File: src/logic/fbc_pkg.sv
// Shared constants and types for the four-bit sequencer and flag block
package fbc_pkg;

  localparam int          PC_W         = 10;
  localparam int          AXI_AW       = 8;
  localparam int          DMEM_DEPTH   = 32;
  localparam int          DMEM_AW      = 5;
  localparam int          CMD_W        = 17;
  localparam int          SYNC_W       = 6;

  localparam logic [9:0]  PC_RESET     = 10'h000;
  localparam logic [9:0]  TEST_LO      = 10'h3ea;
  localparam logic [9:0]  TEST_HI      = 10'h3ff;
  localparam logic [9:0]  PTR_RESET    = 10'h000;
  localparam logic [3:0]  ACC_FULL     = 4'hf;
  localparam logic [7:0]  CTRL0_RESET  = 8'h03;
  localparam int          CTRL0_PTR_LO = 4;
  localparam int          CTRL0_PTR_HI = 5;
  localparam logic [4:0]  FIRST_PAIR   = 5'h00;
  localparam logic [4:0]  LAST_PAIR    = 5'h1e;
  localparam logic [4:0]  LAST_WORD    = 5'h1f;

  // Status-test selector codes in operand bits 2..0, and the bit index of the special-pin enable
  localparam logic [2:0]  ST_KEY_A     = 3'h0;
  localparam logic [2:0]  ST_KEY_B     = 3'h3;
  localparam logic [2:0]  ST_KEY_C     = 3'h6;
  localparam logic [2:0]  ST_TIMER     = 3'h5;
  localparam int          ST_SPECIAL   = 3;

  // Register byte offsets
  localparam logic [7:0]  OFF_CMD      = 8'h00;
  localparam logic [7:0]  OFF_STATUS   = 8'h04;
  localparam logic [7:0]  OFF_CTRL0    = 8'h08;
  localparam logic [7:0]  OFF_RET      = 8'h0c;
  localparam logic [7:0]  OFF_PTR      = 8'h10;
  localparam logic [7:0]  OFF_DADDR    = 8'h14;
  localparam logic [7:0]  OFF_DDATA    = 8'h18;

  localparam logic [1:0]  RESP_OKAY    = 2'h0;
  localparam logic [1:0]  RESP_SLVERR  = 2'h2;

  typedef enum logic [4:0] {
    OP_ORD, OP_JMP, OP_JC, OP_JNC, OP_JF, OP_JNF, OP_CALL, OP_RET,
    OP_STATUS_TEST_OP, OP_HALT, OP_ANL, OP_XRL, OP_ORL, OP_RL, OP_RLZ,
    OP_INC, OP_CARRY_ADJUST_ADD_OP, OP_MOV, OP_IN
  } fbc_op_t;

  typedef struct packed {
    logic [1:0] len;
    fbc_op_t    op;
    logic [9:0] operand;
  } fbc_cmd_t;

  typedef struct packed {
    logic [3:0] keys;
    logic       special_zero;
    logic       special_one;
  } fbc_pins_t;

endpackage

File: src/logic/fbc_data_mem.sv
// Data memory of four-bit words with byte-pair writes and registered read
`timescale 1ns/10ps
module fbc_data_mem #(
  parameter int DEPTH = 32,
  parameter int AW    = 5
) (
  input  wire logic          clk,
  input  wire logic          rst_n,
  input  wire logic          wr_en,
  input  wire logic          wr_pair,
  input  wire logic [AW-1:0] wr_addr,
  input  wire logic [7:0]    wr_data,
  input  wire logic [AW-1:0] rd_addr,
  output logic      [3:0]    rd_data,
  output logic      [7:0]    first_pair,
  output logic      [7:0]    last_pair
);
  logic [3:0] mem [DEPTH];
  logic [AW-1:0] even_addr;
  logic [AW-1:0] odd_addr;

  if (DEPTH < 4 || (DEPTH % 2) != 0 || (1 << AW) != DEPTH) begin : g_bad_size
    $error("fbc_data_mem: depth must be an even power of two matching AW");
  end

  assign even_addr  = {wr_addr[AW-1:1], 1'b0};
  assign odd_addr   = {wr_addr[AW-1:1], 1'b1};
  assign first_pair = {mem[1], mem[0]};
  assign last_pair  = {mem[DEPTH-1], mem[DEPTH-2]};

  // Only the first pair clears; the rest keeps its contents over reset
  always_ff @(posedge clk) begin
    if (!rst_n) begin
      mem[0] <= 4'h0;
      mem[1] <= 4'h0;
    end else if (wr_en && wr_pair) begin
      mem[even_addr] <= wr_data[3:0];
      mem[odd_addr]  <= wr_data[7:4];
    end else if (wr_en) begin
      mem[wr_addr] <= wr_data[3:0];
    end
  end

  always_ff @(posedge clk) begin
    rd_data <= mem[rd_addr];
  end
endmodule

File: src/logic/fbc_sequencer.sv
// Program sequencing, stack, accumulator and flag logic behind AXI4-Lite
//
// The AXI4-Lite register port and the register addresses are this design's own decisions.
`timescale 1ns/10ps
module fbc_sequencer (
  input  wire logic                   aclk,
  input  wire logic                   aresetn,
  input  wire logic [fbc_pkg::AXI_AW-1:0] s_axi_awaddr,
  input  wire logic                   s_axi_awvalid,
  output logic                        s_axi_awready,
  input  wire logic [31:0]            s_axi_wdata,
  input  wire logic [3:0]             s_axi_wstrb,
  input  wire logic                   s_axi_wvalid,
  output logic                        s_axi_wready,
  output logic [1:0]                  s_axi_bresp,
  output logic                        s_axi_bvalid,
  input  wire logic                   s_axi_bready,
  input  wire logic [fbc_pkg::AXI_AW-1:0] s_axi_araddr,
  input  wire logic                   s_axi_arvalid,
  output logic                        s_axi_arready,
  output logic [31:0]                 s_axi_rdata,
  output logic [1:0]                  s_axi_rresp,
  output logic                        s_axi_rvalid,
  input  wire logic                   s_axi_rready,
  input  wire logic [3:0]             key_input_pins,
  input  wire logic                   special_input_zero,
  input  wire logic                   special_input_one,
  input  wire logic                   timer_zero,
  output logic [fbc_pkg::PC_W-1:0]    program_counter,
  output logic [fbc_pkg::PC_W-1:0]    rom_table_pointer,
  output logic                        standby,
  output logic                        system_reset
);
  import fbc_pkg::*;

  // Pin synchronisers
  fbc_pins_t      pin_meta_q;
  fbc_pins_t      pin_sync_q;

  // Bus slave state
  logic                aw_have_q;
  logic [AXI_AW-1:0]   aw_addr_q;
  logic                w_have_q;
  logic [31:0]         w_data_q;
  logic [3:0]          w_strb_q;
  logic                bvalid_q;
  logic [1:0]          bresp_q;
  logic                rpend_q;
  logic [AXI_AW-1:0]   raddr_q;
  logic                rvalid_q;
  logic [31:0]         rdata_q;
  logic [1:0]          rresp_q;

  // Core state
  logic [9:0]          pc_q, pc_d, pc_seq, pc_raw;
  logic                sp_q, sp_d;
  logic [1:0]          ret_hi_q;
  logic                ret_known_q;
  logic                carry_q, carry_d;
  logic                status_q, status_d;
  logic [3:0]          acc_q, acc_d;
  logic                standby_q, standby_d;
  logic [3:0]          halt_sel_q, halt_sel_d;
  logic                sysrst_q;
  logic [7:0]          ctrl0_q;
  logic [9:0]          ptr_q, ptr_d;
  logic [DMEM_AW-1:0]  daddr_q;
  logic [CMD_W-1:0]    last_cmd_q;
  logic                ovf, ret_wr;

  // Decode wires
  fbc_cmd_t            cmd;
  logic                wr_go, rd_go, int_rst;
  logic                sel_cmd, sel_ctrl0, sel_daddr, sel_ddata, sel_ro;
  logic                exec, wr_ddata, wr_ctrl0, wr_daddr;
  logic                test_hit, wake_hit, last_touch;
  logic [31:0]         status_word;
  logic [31:0]         rd_mux;
  logic [1:0]          rd_resp;
  logic [7:0]          first_pair, last_pair;
  logic [3:0]          dmem_rd;
  logic                mem_we;
  logic [DMEM_AW-1:0]  mem_addr;
  logic [7:0]          mem_wdata;

  function automatic logic status_test_op_test(input logic [3:0] sel, input fbc_pins_t p,
                                     input logic tz);
    logic hit;
    hit = 1'b0;
    case (sel[2:0])
      ST_KEY_A, ST_KEY_B, ST_KEY_C: hit = |p.keys;
      ST_TIMER:                     hit = tz;
      default:                      hit = 1'b0;
    endcase
    if (sel[ST_SPECIAL]) begin
      hit = hit | p.special_zero | p.special_one;
    end
    return hit;
  endfunction

  always_ff @(posedge aclk) begin
    if (!aresetn) begin
      pin_meta_q <= '0;
      pin_sync_q <= '0;
    end else begin
      pin_meta_q <= '{keys: key_input_pins, special_zero: special_input_zero,
                      special_one: special_input_one};
      pin_sync_q <= pin_meta_q;
    end
  end

  // Write channel: address and data taken in either order
  assign s_axi_awready = !aw_have_q && !bvalid_q;
  assign s_axi_wready  = !w_have_q && !bvalid_q;
  assign s_axi_bvalid  = bvalid_q;
  assign s_axi_bresp   = bresp_q;
  assign wr_go         = aw_have_q && w_have_q && !bvalid_q;

  assign sel_cmd   = aw_addr_q[7:2] == OFF_CMD[7:2];
  assign sel_ctrl0 = aw_addr_q[7:2] == OFF_CTRL0[7:2];
  assign sel_daddr = aw_addr_q[7:2] == OFF_DADDR[7:2];
  assign sel_ddata = aw_addr_q[7:2] == OFF_DDATA[7:2];
  assign sel_ro    = aw_addr_q[7:2] == OFF_STATUS[7:2] || aw_addr_q[7:2] == OFF_RET[7:2]
                  || aw_addr_q[7:2] == OFF_PTR[7:2];

  assign cmd       = fbc_cmd_t'(w_data_q[CMD_W-1:0]);
  // Commands are dropped while asleep or during the internal reset cycle
  assign exec      = wr_go && sel_cmd && (&w_strb_q[2:0]) && !standby_q && !sysrst_q;
  assign wr_ctrl0  = wr_go && sel_ctrl0 && w_strb_q[0];
  assign wr_daddr  = wr_go && sel_daddr && w_strb_q[0];
  assign wr_ddata  = wr_go && sel_ddata && w_strb_q[0];

  always_ff @(posedge aclk) begin
    if (!aresetn) begin
      aw_have_q <= 1'b0;
      aw_addr_q <= '0;
      w_have_q  <= 1'b0;
      w_data_q  <= '0;
      w_strb_q  <= '0;
      bvalid_q  <= 1'b0;
      bresp_q   <= RESP_OKAY;
    end else begin
      if (s_axi_awvalid && s_axi_awready) begin
        aw_have_q <= 1'b1;
        aw_addr_q <= s_axi_awaddr;
      end
      if (s_axi_wvalid && s_axi_wready) begin
        w_have_q <= 1'b1;
        w_data_q <= s_axi_wdata;
        w_strb_q <= s_axi_wstrb;
      end
      if (wr_go) begin
        aw_have_q <= 1'b0;
        w_have_q  <= 1'b0;
        bvalid_q  <= 1'b1;
        bresp_q   <= (sel_cmd || sel_ctrl0 || sel_daddr || sel_ddata || sel_ro)
                     ? RESP_OKAY : RESP_SLVERR;
      end else if (bvalid_q && s_axi_bready) begin
        bvalid_q <= 1'b0;
      end
    end
  end

  // Read channel: one wait cycle lets the memory read register settle
  assign s_axi_arready = !rpend_q && !rvalid_q;
  assign s_axi_rvalid  = rvalid_q;
  assign s_axi_rdata   = rdata_q;
  assign s_axi_rresp   = rresp_q;
  assign rd_go         = s_axi_arvalid && s_axi_arready;

  assign status_word = {13'h0000, ret_known_q, acc_q, standby_q, status_q, carry_q,
                        sp_q, pc_q};

  always_comb begin
    rd_resp = RESP_OKAY;
    if (raddr_q[7:2] == OFF_CMD[7:2]) begin
      rd_mux = {15'h0000, last_cmd_q};
    end else if (raddr_q[7:2] == OFF_STATUS[7:2]) begin
      rd_mux = status_word;
    end else if (raddr_q[7:2] == OFF_CTRL0[7:2]) begin
      rd_mux = {24'h000000, ctrl0_q};
    end else if (raddr_q[7:2] == OFF_RET[7:2]) begin
      rd_mux = {22'h000000, ret_hi_q, last_pair};
    end else if (raddr_q[7:2] == OFF_PTR[7:2]) begin
      rd_mux = {22'h000000, ptr_q};
    end else if (raddr_q[7:2] == OFF_DADDR[7:2]) begin
      rd_mux = {27'h0000000, daddr_q};
    end else if (raddr_q[7:2] == OFF_DDATA[7:2]) begin
      rd_mux = {28'h0000000, dmem_rd};
    end else begin
      rd_mux  = 32'h00000000;
      rd_resp = RESP_SLVERR;
    end
  end

  always_ff @(posedge aclk) begin
    if (!aresetn) begin
      rpend_q  <= 1'b0;
      raddr_q  <= '0;
      rvalid_q <= 1'b0;
      rdata_q  <= '0;
      rresp_q  <= RESP_OKAY;
    end else begin
      if (rd_go) begin
        rpend_q <= 1'b1;
        raddr_q <= s_axi_araddr;
      end
      if (rpend_q) begin
        rpend_q  <= 1'b0;
        rvalid_q <= 1'b1;
        rdata_q  <= rd_mux;
        rresp_q  <= rd_resp;
      end else if (rvalid_q && s_axi_rready) begin
        rvalid_q <= 1'b0;
      end
    end
  end

  // Core next state
  assign int_rst  = !aresetn || sysrst_q;
  assign test_hit = status_test_op_test(cmd.operand[3:0], pin_sync_q, timer_zero);
  assign wake_hit = status_test_op_test(halt_sel_q, pin_sync_q, timer_zero);
  assign pc_seq   = pc_q + {8'h00, cmd.len};
  assign ptr_d    = {ctrl0_q[CTRL0_PTR_HI:CTRL0_PTR_LO], first_pair};

  always_comb begin
    pc_raw     = pc_q;
    sp_d       = sp_q;
    carry_d    = carry_q;
    status_d   = status_q;
    acc_d      = acc_q;
    standby_d  = standby_q;
    halt_sel_d = halt_sel_q;
    ovf        = 1'b0;
    ret_wr     = 1'b0;
    if (exec) begin
      pc_raw = pc_seq;
      case (cmd.op)
        OP_JMP: pc_raw = cmd.operand;
        OP_JC:  if (carry_q) pc_raw = cmd.operand;
        OP_JNC: if (!carry_q) pc_raw = cmd.operand;
        OP_JF:  if (status_q) pc_raw = cmd.operand;
        OP_JNF: if (!status_q) pc_raw = cmd.operand;
        OP_CALL: begin
          if (sp_q) begin
            ovf = 1'b1;
          end else begin
            ret_wr = 1'b1;
            sp_d   = 1'b1;
            pc_raw = cmd.operand;
          end
        end
        OP_RET: begin
          if (!sp_q) begin
            ovf = 1'b1;
          end else begin
            sp_d   = 1'b0;
            pc_raw = {ret_hi_q, last_pair};
          end
        end
        OP_STATUS_TEST_OP: status_d = test_hit;
        OP_HALT: begin
          if (test_hit) begin
            status_d = 1'b1;
          end else if (status_q) begin
            status_d = 1'b0;
          end else begin
            standby_d  = 1'b1;
            halt_sel_d = cmd.operand[3:0];
          end
        end
        OP_ANL: begin
          acc_d   = acc_q & cmd.operand[3:0];
          carry_d = acc_q[3] & cmd.operand[3];
        end
        OP_XRL: begin
          acc_d   = acc_q ^ cmd.operand[3:0];
          carry_d = acc_q[3] & cmd.operand[3];
        end
        OP_ORL: begin
          acc_d   = acc_q | cmd.operand[3:0];
          carry_d = 1'b0;
        end
        OP_RL: begin
          acc_d   = {acc_q[2:0], acc_q[3]};
          carry_d = acc_q[3];
        end
        OP_RLZ: begin
          acc_d   = {acc_q[2:0], 1'b0};
          carry_d = acc_q[3];
        end
        OP_INC: begin
          acc_d   = acc_q + 4'h1;
          carry_d = acc_q == ACC_FULL;
        end
        OP_CARRY_ADJUST_ADD_OP: begin
          acc_d   = acc_q + {3'h0, carry_q};
          carry_d = acc_q == ACC_FULL;
        end
        OP_MOV: begin
          acc_d   = cmd.operand[3:0];
          carry_d = 1'b0;
        end
        OP_IN: begin
          acc_d   = pin_sync_q.keys;
          carry_d = 1'b0;
        end
        default: ;
      endcase
    end else if (standby_q && wake_hit) begin
      standby_d = 1'b0;
      status_d  = 1'b1;
    end
    // Test area traps straight back to the start
    pc_d = (pc_raw >= TEST_LO && pc_raw <= TEST_HI) ? PC_RESET : pc_raw;
  end

  always_ff @(posedge aclk) begin
    if (int_rst) begin
      pc_q       <= PC_RESET;
      sp_q       <= 1'b0;
      carry_q    <= 1'b0;
      status_q   <= 1'b0;
      standby_q  <= 1'b0;
      halt_sel_q <= 4'h0;
      ctrl0_q    <= CTRL0_RESET;
      ptr_q      <= PTR_RESET;
    end else begin
      pc_q       <= pc_d;
      sp_q       <= sp_d;
      carry_q    <= carry_d;
      status_q   <= status_d;
      standby_q  <= standby_d;
      halt_sel_q <= halt_sel_d;
      ctrl0_q    <= wr_ctrl0 ? w_data_q[7:0] : ctrl0_q;
      ptr_q      <= ptr_d;
    end
  end

  // Accumulator and upper return bits deliberately ride through reset
  always_ff @(posedge aclk) begin
    acc_q <= acc_d;
    if (ret_wr) begin
      ret_hi_q <= pc_seq[9:8];
    end
  end

  assign last_touch = (wr_ddata && daddr_q[DMEM_AW-1:1] == LAST_PAIR[DMEM_AW-1:1])
                   || (rpend_q && raddr_q[7:2] == OFF_DDATA[7:2]
                       && daddr_q[DMEM_AW-1:1] == LAST_WORD[DMEM_AW-1:1]);

  always_ff @(posedge aclk) begin
    if (!aresetn) begin
      sysrst_q    <= 1'b0;
      ret_known_q <= 1'b0;
      daddr_q     <= '0;
      last_cmd_q  <= '0;
    end else begin
      sysrst_q <= ovf;
      if (ret_wr) begin
        ret_known_q <= 1'b1;
      end else if (last_touch) begin
        ret_known_q <= 1'b0;
      end
      if (wr_daddr) begin
        daddr_q <= w_data_q[DMEM_AW-1:0];
      end
      if (exec) begin
        last_cmd_q <= w_data_q[CMD_W-1:0];
      end
    end
  end

  // Call writes the return low byte as one pair; software writes single words
  assign mem_we    = ret_wr || wr_ddata;
  assign mem_addr  = ret_wr ? LAST_PAIR : daddr_q;
  assign mem_wdata = ret_wr ? pc_seq[7:0] : {4'h0, w_data_q[3:0]};

  fbc_data_mem #(
    .DEPTH (DMEM_DEPTH),
    .AW    (DMEM_AW)
  ) u_dmem (
    .clk        (aclk),
    .rst_n      (!int_rst),
    .wr_en      (mem_we),
    .wr_pair    (ret_wr),
    .wr_addr    (mem_addr),
    .wr_data    (mem_wdata),
    .rd_addr    (daddr_q),
    .rd_data    (dmem_rd),
    .first_pair (first_pair),
    .last_pair  (last_pair)
  );

  assign program_counter   = pc_q;
  assign rom_table_pointer = ptr_q;
  assign standby           = standby_q;
  assign system_reset      = sysrst_q;
endmodule

File: config.mk
export PLATFORM = sky130hd
export DESIGN_NAME = fbc_sequencer
export DESIGN_NICKNAME = d
export VERILOG_FILES = /design/src/logic/fbc_pkg.sv /design/src/logic/fbc_data_mem.sv /design/src/logic/fbc_sequencer.sv
export SDC_FILE = /design/constraint.sdc
export NUM_CORES = 1
export LEC_CHECK = 0
export BUFFER_PORTS_ARGS = -buffer_cell sky130_fd_sc_hd__buf_4
export CORE_MARGIN = 2
export CORE_UTILIZATION = 50
export CTS_CLUSTER_SIZE = 16
export DETAILED_ROUTE_END_ITERATION = 16
export HOLD_SLACK_MARGIN = 0.08
export MAX_ROUTING_LAYER = met4
export PLACE_DENSITY = 0.72
export SKIP_LAST_GASP = 1
export SYNTH_ARGS = -nofsm -noshare
export SYNTH_HDL_FRONTEND = slang
export SYNTH_SLANG_ARGS = --single-unit
File: constraint.sdc
create_clock -name aclk -period 2.6 [get_ports aclk]
set_input_delay 0.13 -clock aclk [delete_from_list [all_inputs] [get_ports aclk]]
set_output_delay 0.13 -clock aclk [all_outputs]
set_load 0.02 [all_outputs]
==> results.py <==
metrics = {
    "setup_path": {
        "endpoint_kind": "flip-flop",
        "critPathKind": "reg -> reg",
        "cp_max_fo": 9,
        "required_ns": 3.00,
        "start_kind": "flip-flop",
        "arrival_ns": 2.94,
    },
    "detailed_routing": {
        "postRouteAntennaNets": 0,
        "drt_iter0_markers": 1327,
        "avgViaCountPerCell": 6.01,
        "routedWlPerCell_microns": 21.9,
        "drc": 0,
        "vias": 11200,
        "drt_first_pass_iters": 6,
        "wl_microns": 40700,
    },
    "floorplanning": {
        "core.rowCount": 59,
        "die_area_sq_um": 27800,
        "coreArea_sq_um": 26000,
        "die_y_microns": 167,
        "floorplan.initialDensity": 0.509,
        "die_w_microns": 167,
        "ios": 129,
    },
    "cts": {
        "clock_path_buffers": 3,
        "cts_sinks": 268,
        "cts_buffers": 28,
        "clkTransAtPathRegs_ns": 0.06,
        "root_buffer": "clkbuf_16",
        "h-tree-depth": 1,
        "insertion_delay_ns": 0.59,
        "cts_tree": "yes",
    },
    "yosys": {
        "synthCells": 1305,
        "yosys_warnings": 0,
        "avgSynthCellArea_sq_um": 10.1,
        "synth-edff-count": 134,
        "synth.distinct_cells": 71,
        "yosys_register_bits": 268,
        "ys_seq_area_frac": 0.507,
        "async_reset_ff_frac": 0,
        "netlist_area_sq_um": 13200,
        "synth_ff_type": "edfxtp_1",
    },
    "cells_and_area": {
        "multi_input_area_sq_um": 6000,
        "final_nets": 1583,
        "area_delta_synth_final_pct": 25.6,
        "final_cell_mix": "buf_4, nor2_1, nand2_1",
        "drive_gt1_frac": 0.236,
        "antenna_cells": 0,
        "regArea_sq_um": 6710,
        "fillers": 2039,
        "stdcell_area_sq_um": 16600,
        "final_common_cell": "buf_4",
        "layoutNonFillerInstCount": 1860,
    },
    "sta": {
        "slew_headroom": 0.463,
        "tightestPinTransition_ns": 0.806,
        "slew_viol_final": 0,
        "finalCriticalPeriod_ns": 2.54,
        "skew_ns": 0.0536,
        "finalCritPeriodShare": 0.978,
        "timing_hold_violations_final": 0,
        "tns_ns": 0,
        "fin_ws_ns": 0.0565,
        "rsz0062_at_grt": "yes",
        "finalSetupViolations": 0,
        "clock.fmax_ghz": 0.393,
    },
    "placement": {
        "post-place-ws_ns": 0.0531,
        "port_buffers": 93,
        "gp_congestion": 0.985,
        "dp_cells": 1766,
        "placed_cell_area_sq_um": 15000,
        "dp_hpwl_microns": 28000,
    },
    "global_route": {
        "track_usage": 0.293,
        "antenna_found_initial": 0,
        "grt_pass1_wl_microns": 61800,
        "grt-ovfl-total": 0,
        "grt_pass1_vias": 11000,
        "grt_max_degree": 96,
    },
    "power_and_ir_drop": {
        "p_leak_nw": 6.08,
        "power_density_nw_per_um2": 625,
        "power_mw": 10.4,
        "ir_drop_v": 0.000830,
    },
    "hold_path": {
        "min_path_type": "in -> reg",
    },
    "status": {
        "status": "finished clean",
    },
    "run": {
        "max_cap_violations": 0,
    },
}
-- synth_stat cells, types with 5 or more instances --
master	instances	area (sq um)
a21oi_1	35	175
buf_2	20	100
mux2i_1	29	290
and2_1	33	206
a31oi_1	7	43.8
o21a_1	5	37.5
a211oi_1	6	45.0
nand2_1	149	559
nor2_1	164	616
edfxtp_1	134	4020
nand2b_1	12	75.1
nand3_1	24	120
and3_1	6	37.5
buf_1	8	30.0
a22oi_1	18	135
nor3_1	15	75.1
nor2b_1	31	194
o21ai_0	72	360
dfxtp_1	134	2680
a221oi_1	15	131
nor4_1	5	31.3
o211ai_1	5	37.5
o31ai_1	5	37.5
a21boi_0	51	383
buf_4	17	128
nand4_1	6	37.5
clkbuf_1	64	240
xor2_1	8	70.1
mux4_2	41	923
inv_1	36	135
or3_1	6	37.5
mux2_2	13	146
a32oi_1	7	61.3
nor3b_1	13	97.6
o21ai_1	34	170
ha_1	12	150
-- path summary, 6_finish.rpt --
kind | startpoint | to | slack [ns] | cells after the start
setup reg to reg | w_have_q | u_dmem.mem[1][2] | 0.06 | 9
hold reg to reg | pin_meta_q[2] | pin_sync_q[2] | 0.44 | 1
hold / removal | aresetn | ctrl0_q[0] | 0.16 | 4
setup / recovery | w_have_q | u_dmem.mem[1][2] | 0.06 | 9
-- repair_timing --
| action | CTS | global route |
|---|---|---|
| pin swaps | 0 | 6 |
| hold buffers | 41 | 0 |
| gates cloned | 0 | 1 |
| setup buffers | 0 | 1 |
| setup endpoints to repair | 3 | 84 |
| endpoints found under the hold margin | 41 | 0 |
| gates resized for setup | 2 | 19 |
-- critical path, stage by stage (launching register included) --
cell,delay [ns]
dfxtp_1,0.42
nand4b_1,0.24
nor4b_4,0.43
buf_4,0.18
nand3_1,0.14
nor4_4,0.22
buf_4,0.24
o21ai_2,0.12
buf_12,0.16
o21ai_0,0.23
-- report_power, final --
group / internal [mW] / total [mW] / switching, mW
logic: 0.461 / 1.09 / 0.631
clock network: 2.98 / 4.71 / 1.73
registers: 4.49 / 4.57 / 0.0841
total: 7.93 / 10.4 / 2.44
-- final cells by class --
cell class                      instances  share of cell area
Clock buffer                           31              0.0429
Clock inverter                         20              0.0234
Inverter                               37             0.00836
Multi-Input combinational cell        903               0.361
Sequential cell                       268               0.404
Tap cell                              335              0.0252
Timing Repair Buffer                  266               0.135
-- state kept, by name (all words and copies together), names as in the netlist, 8 cells and up --
name and count:
program_counter 10, rom_table_pointer 10, u_dmem.mem 128, last_cmd_q 17, s_axi_rdata 19, w_data_q 17, ctrl0_q 8
-- logic make-up (layout without fill, tap and decap cells) --
| group | Yosys count | count (layout) | share of synthesized area |
|---|---|---|---|
| other cells | 1 | 15 | 0.000284 |
| compound gates | 291 | 291 | 0.143 |
| flops | 268 | 268 | 0.507 |
| mux | 83 | 83 | 0.103 |
| buf+inv | 148 | 354 | 0.0489 |
| xor+xnor | 12 | 12 | 0.00795 |
| simple gates | 489 | 489 | 0.177 |
| fa+ha+maj | 13 | 13 | 0.0129 |
-- through the flow --
| step | util | hold slack [ns] |
|---|---|---|
| after CTS | 0.636 | 0.139 |
| after global placement | 0.577 | 0.337 |
| final | 0.639 | 0.161 |
| after detailed placement | 0.577 | 0.343 |
| after global routing | 0.639 | 0.173 |
| after floorplan | - | 0.257 |
-- metal layers --
layer,global-route usage,vias to the layer above,routed length (microns)
met2,0.485,570,19900
li1,-,5062,-
met3,0.0435,124,3240
met4,0.112,0,1760
met1,0.365,5420,15800
met5,-,-,0
(Power assumes the default switching activity.)
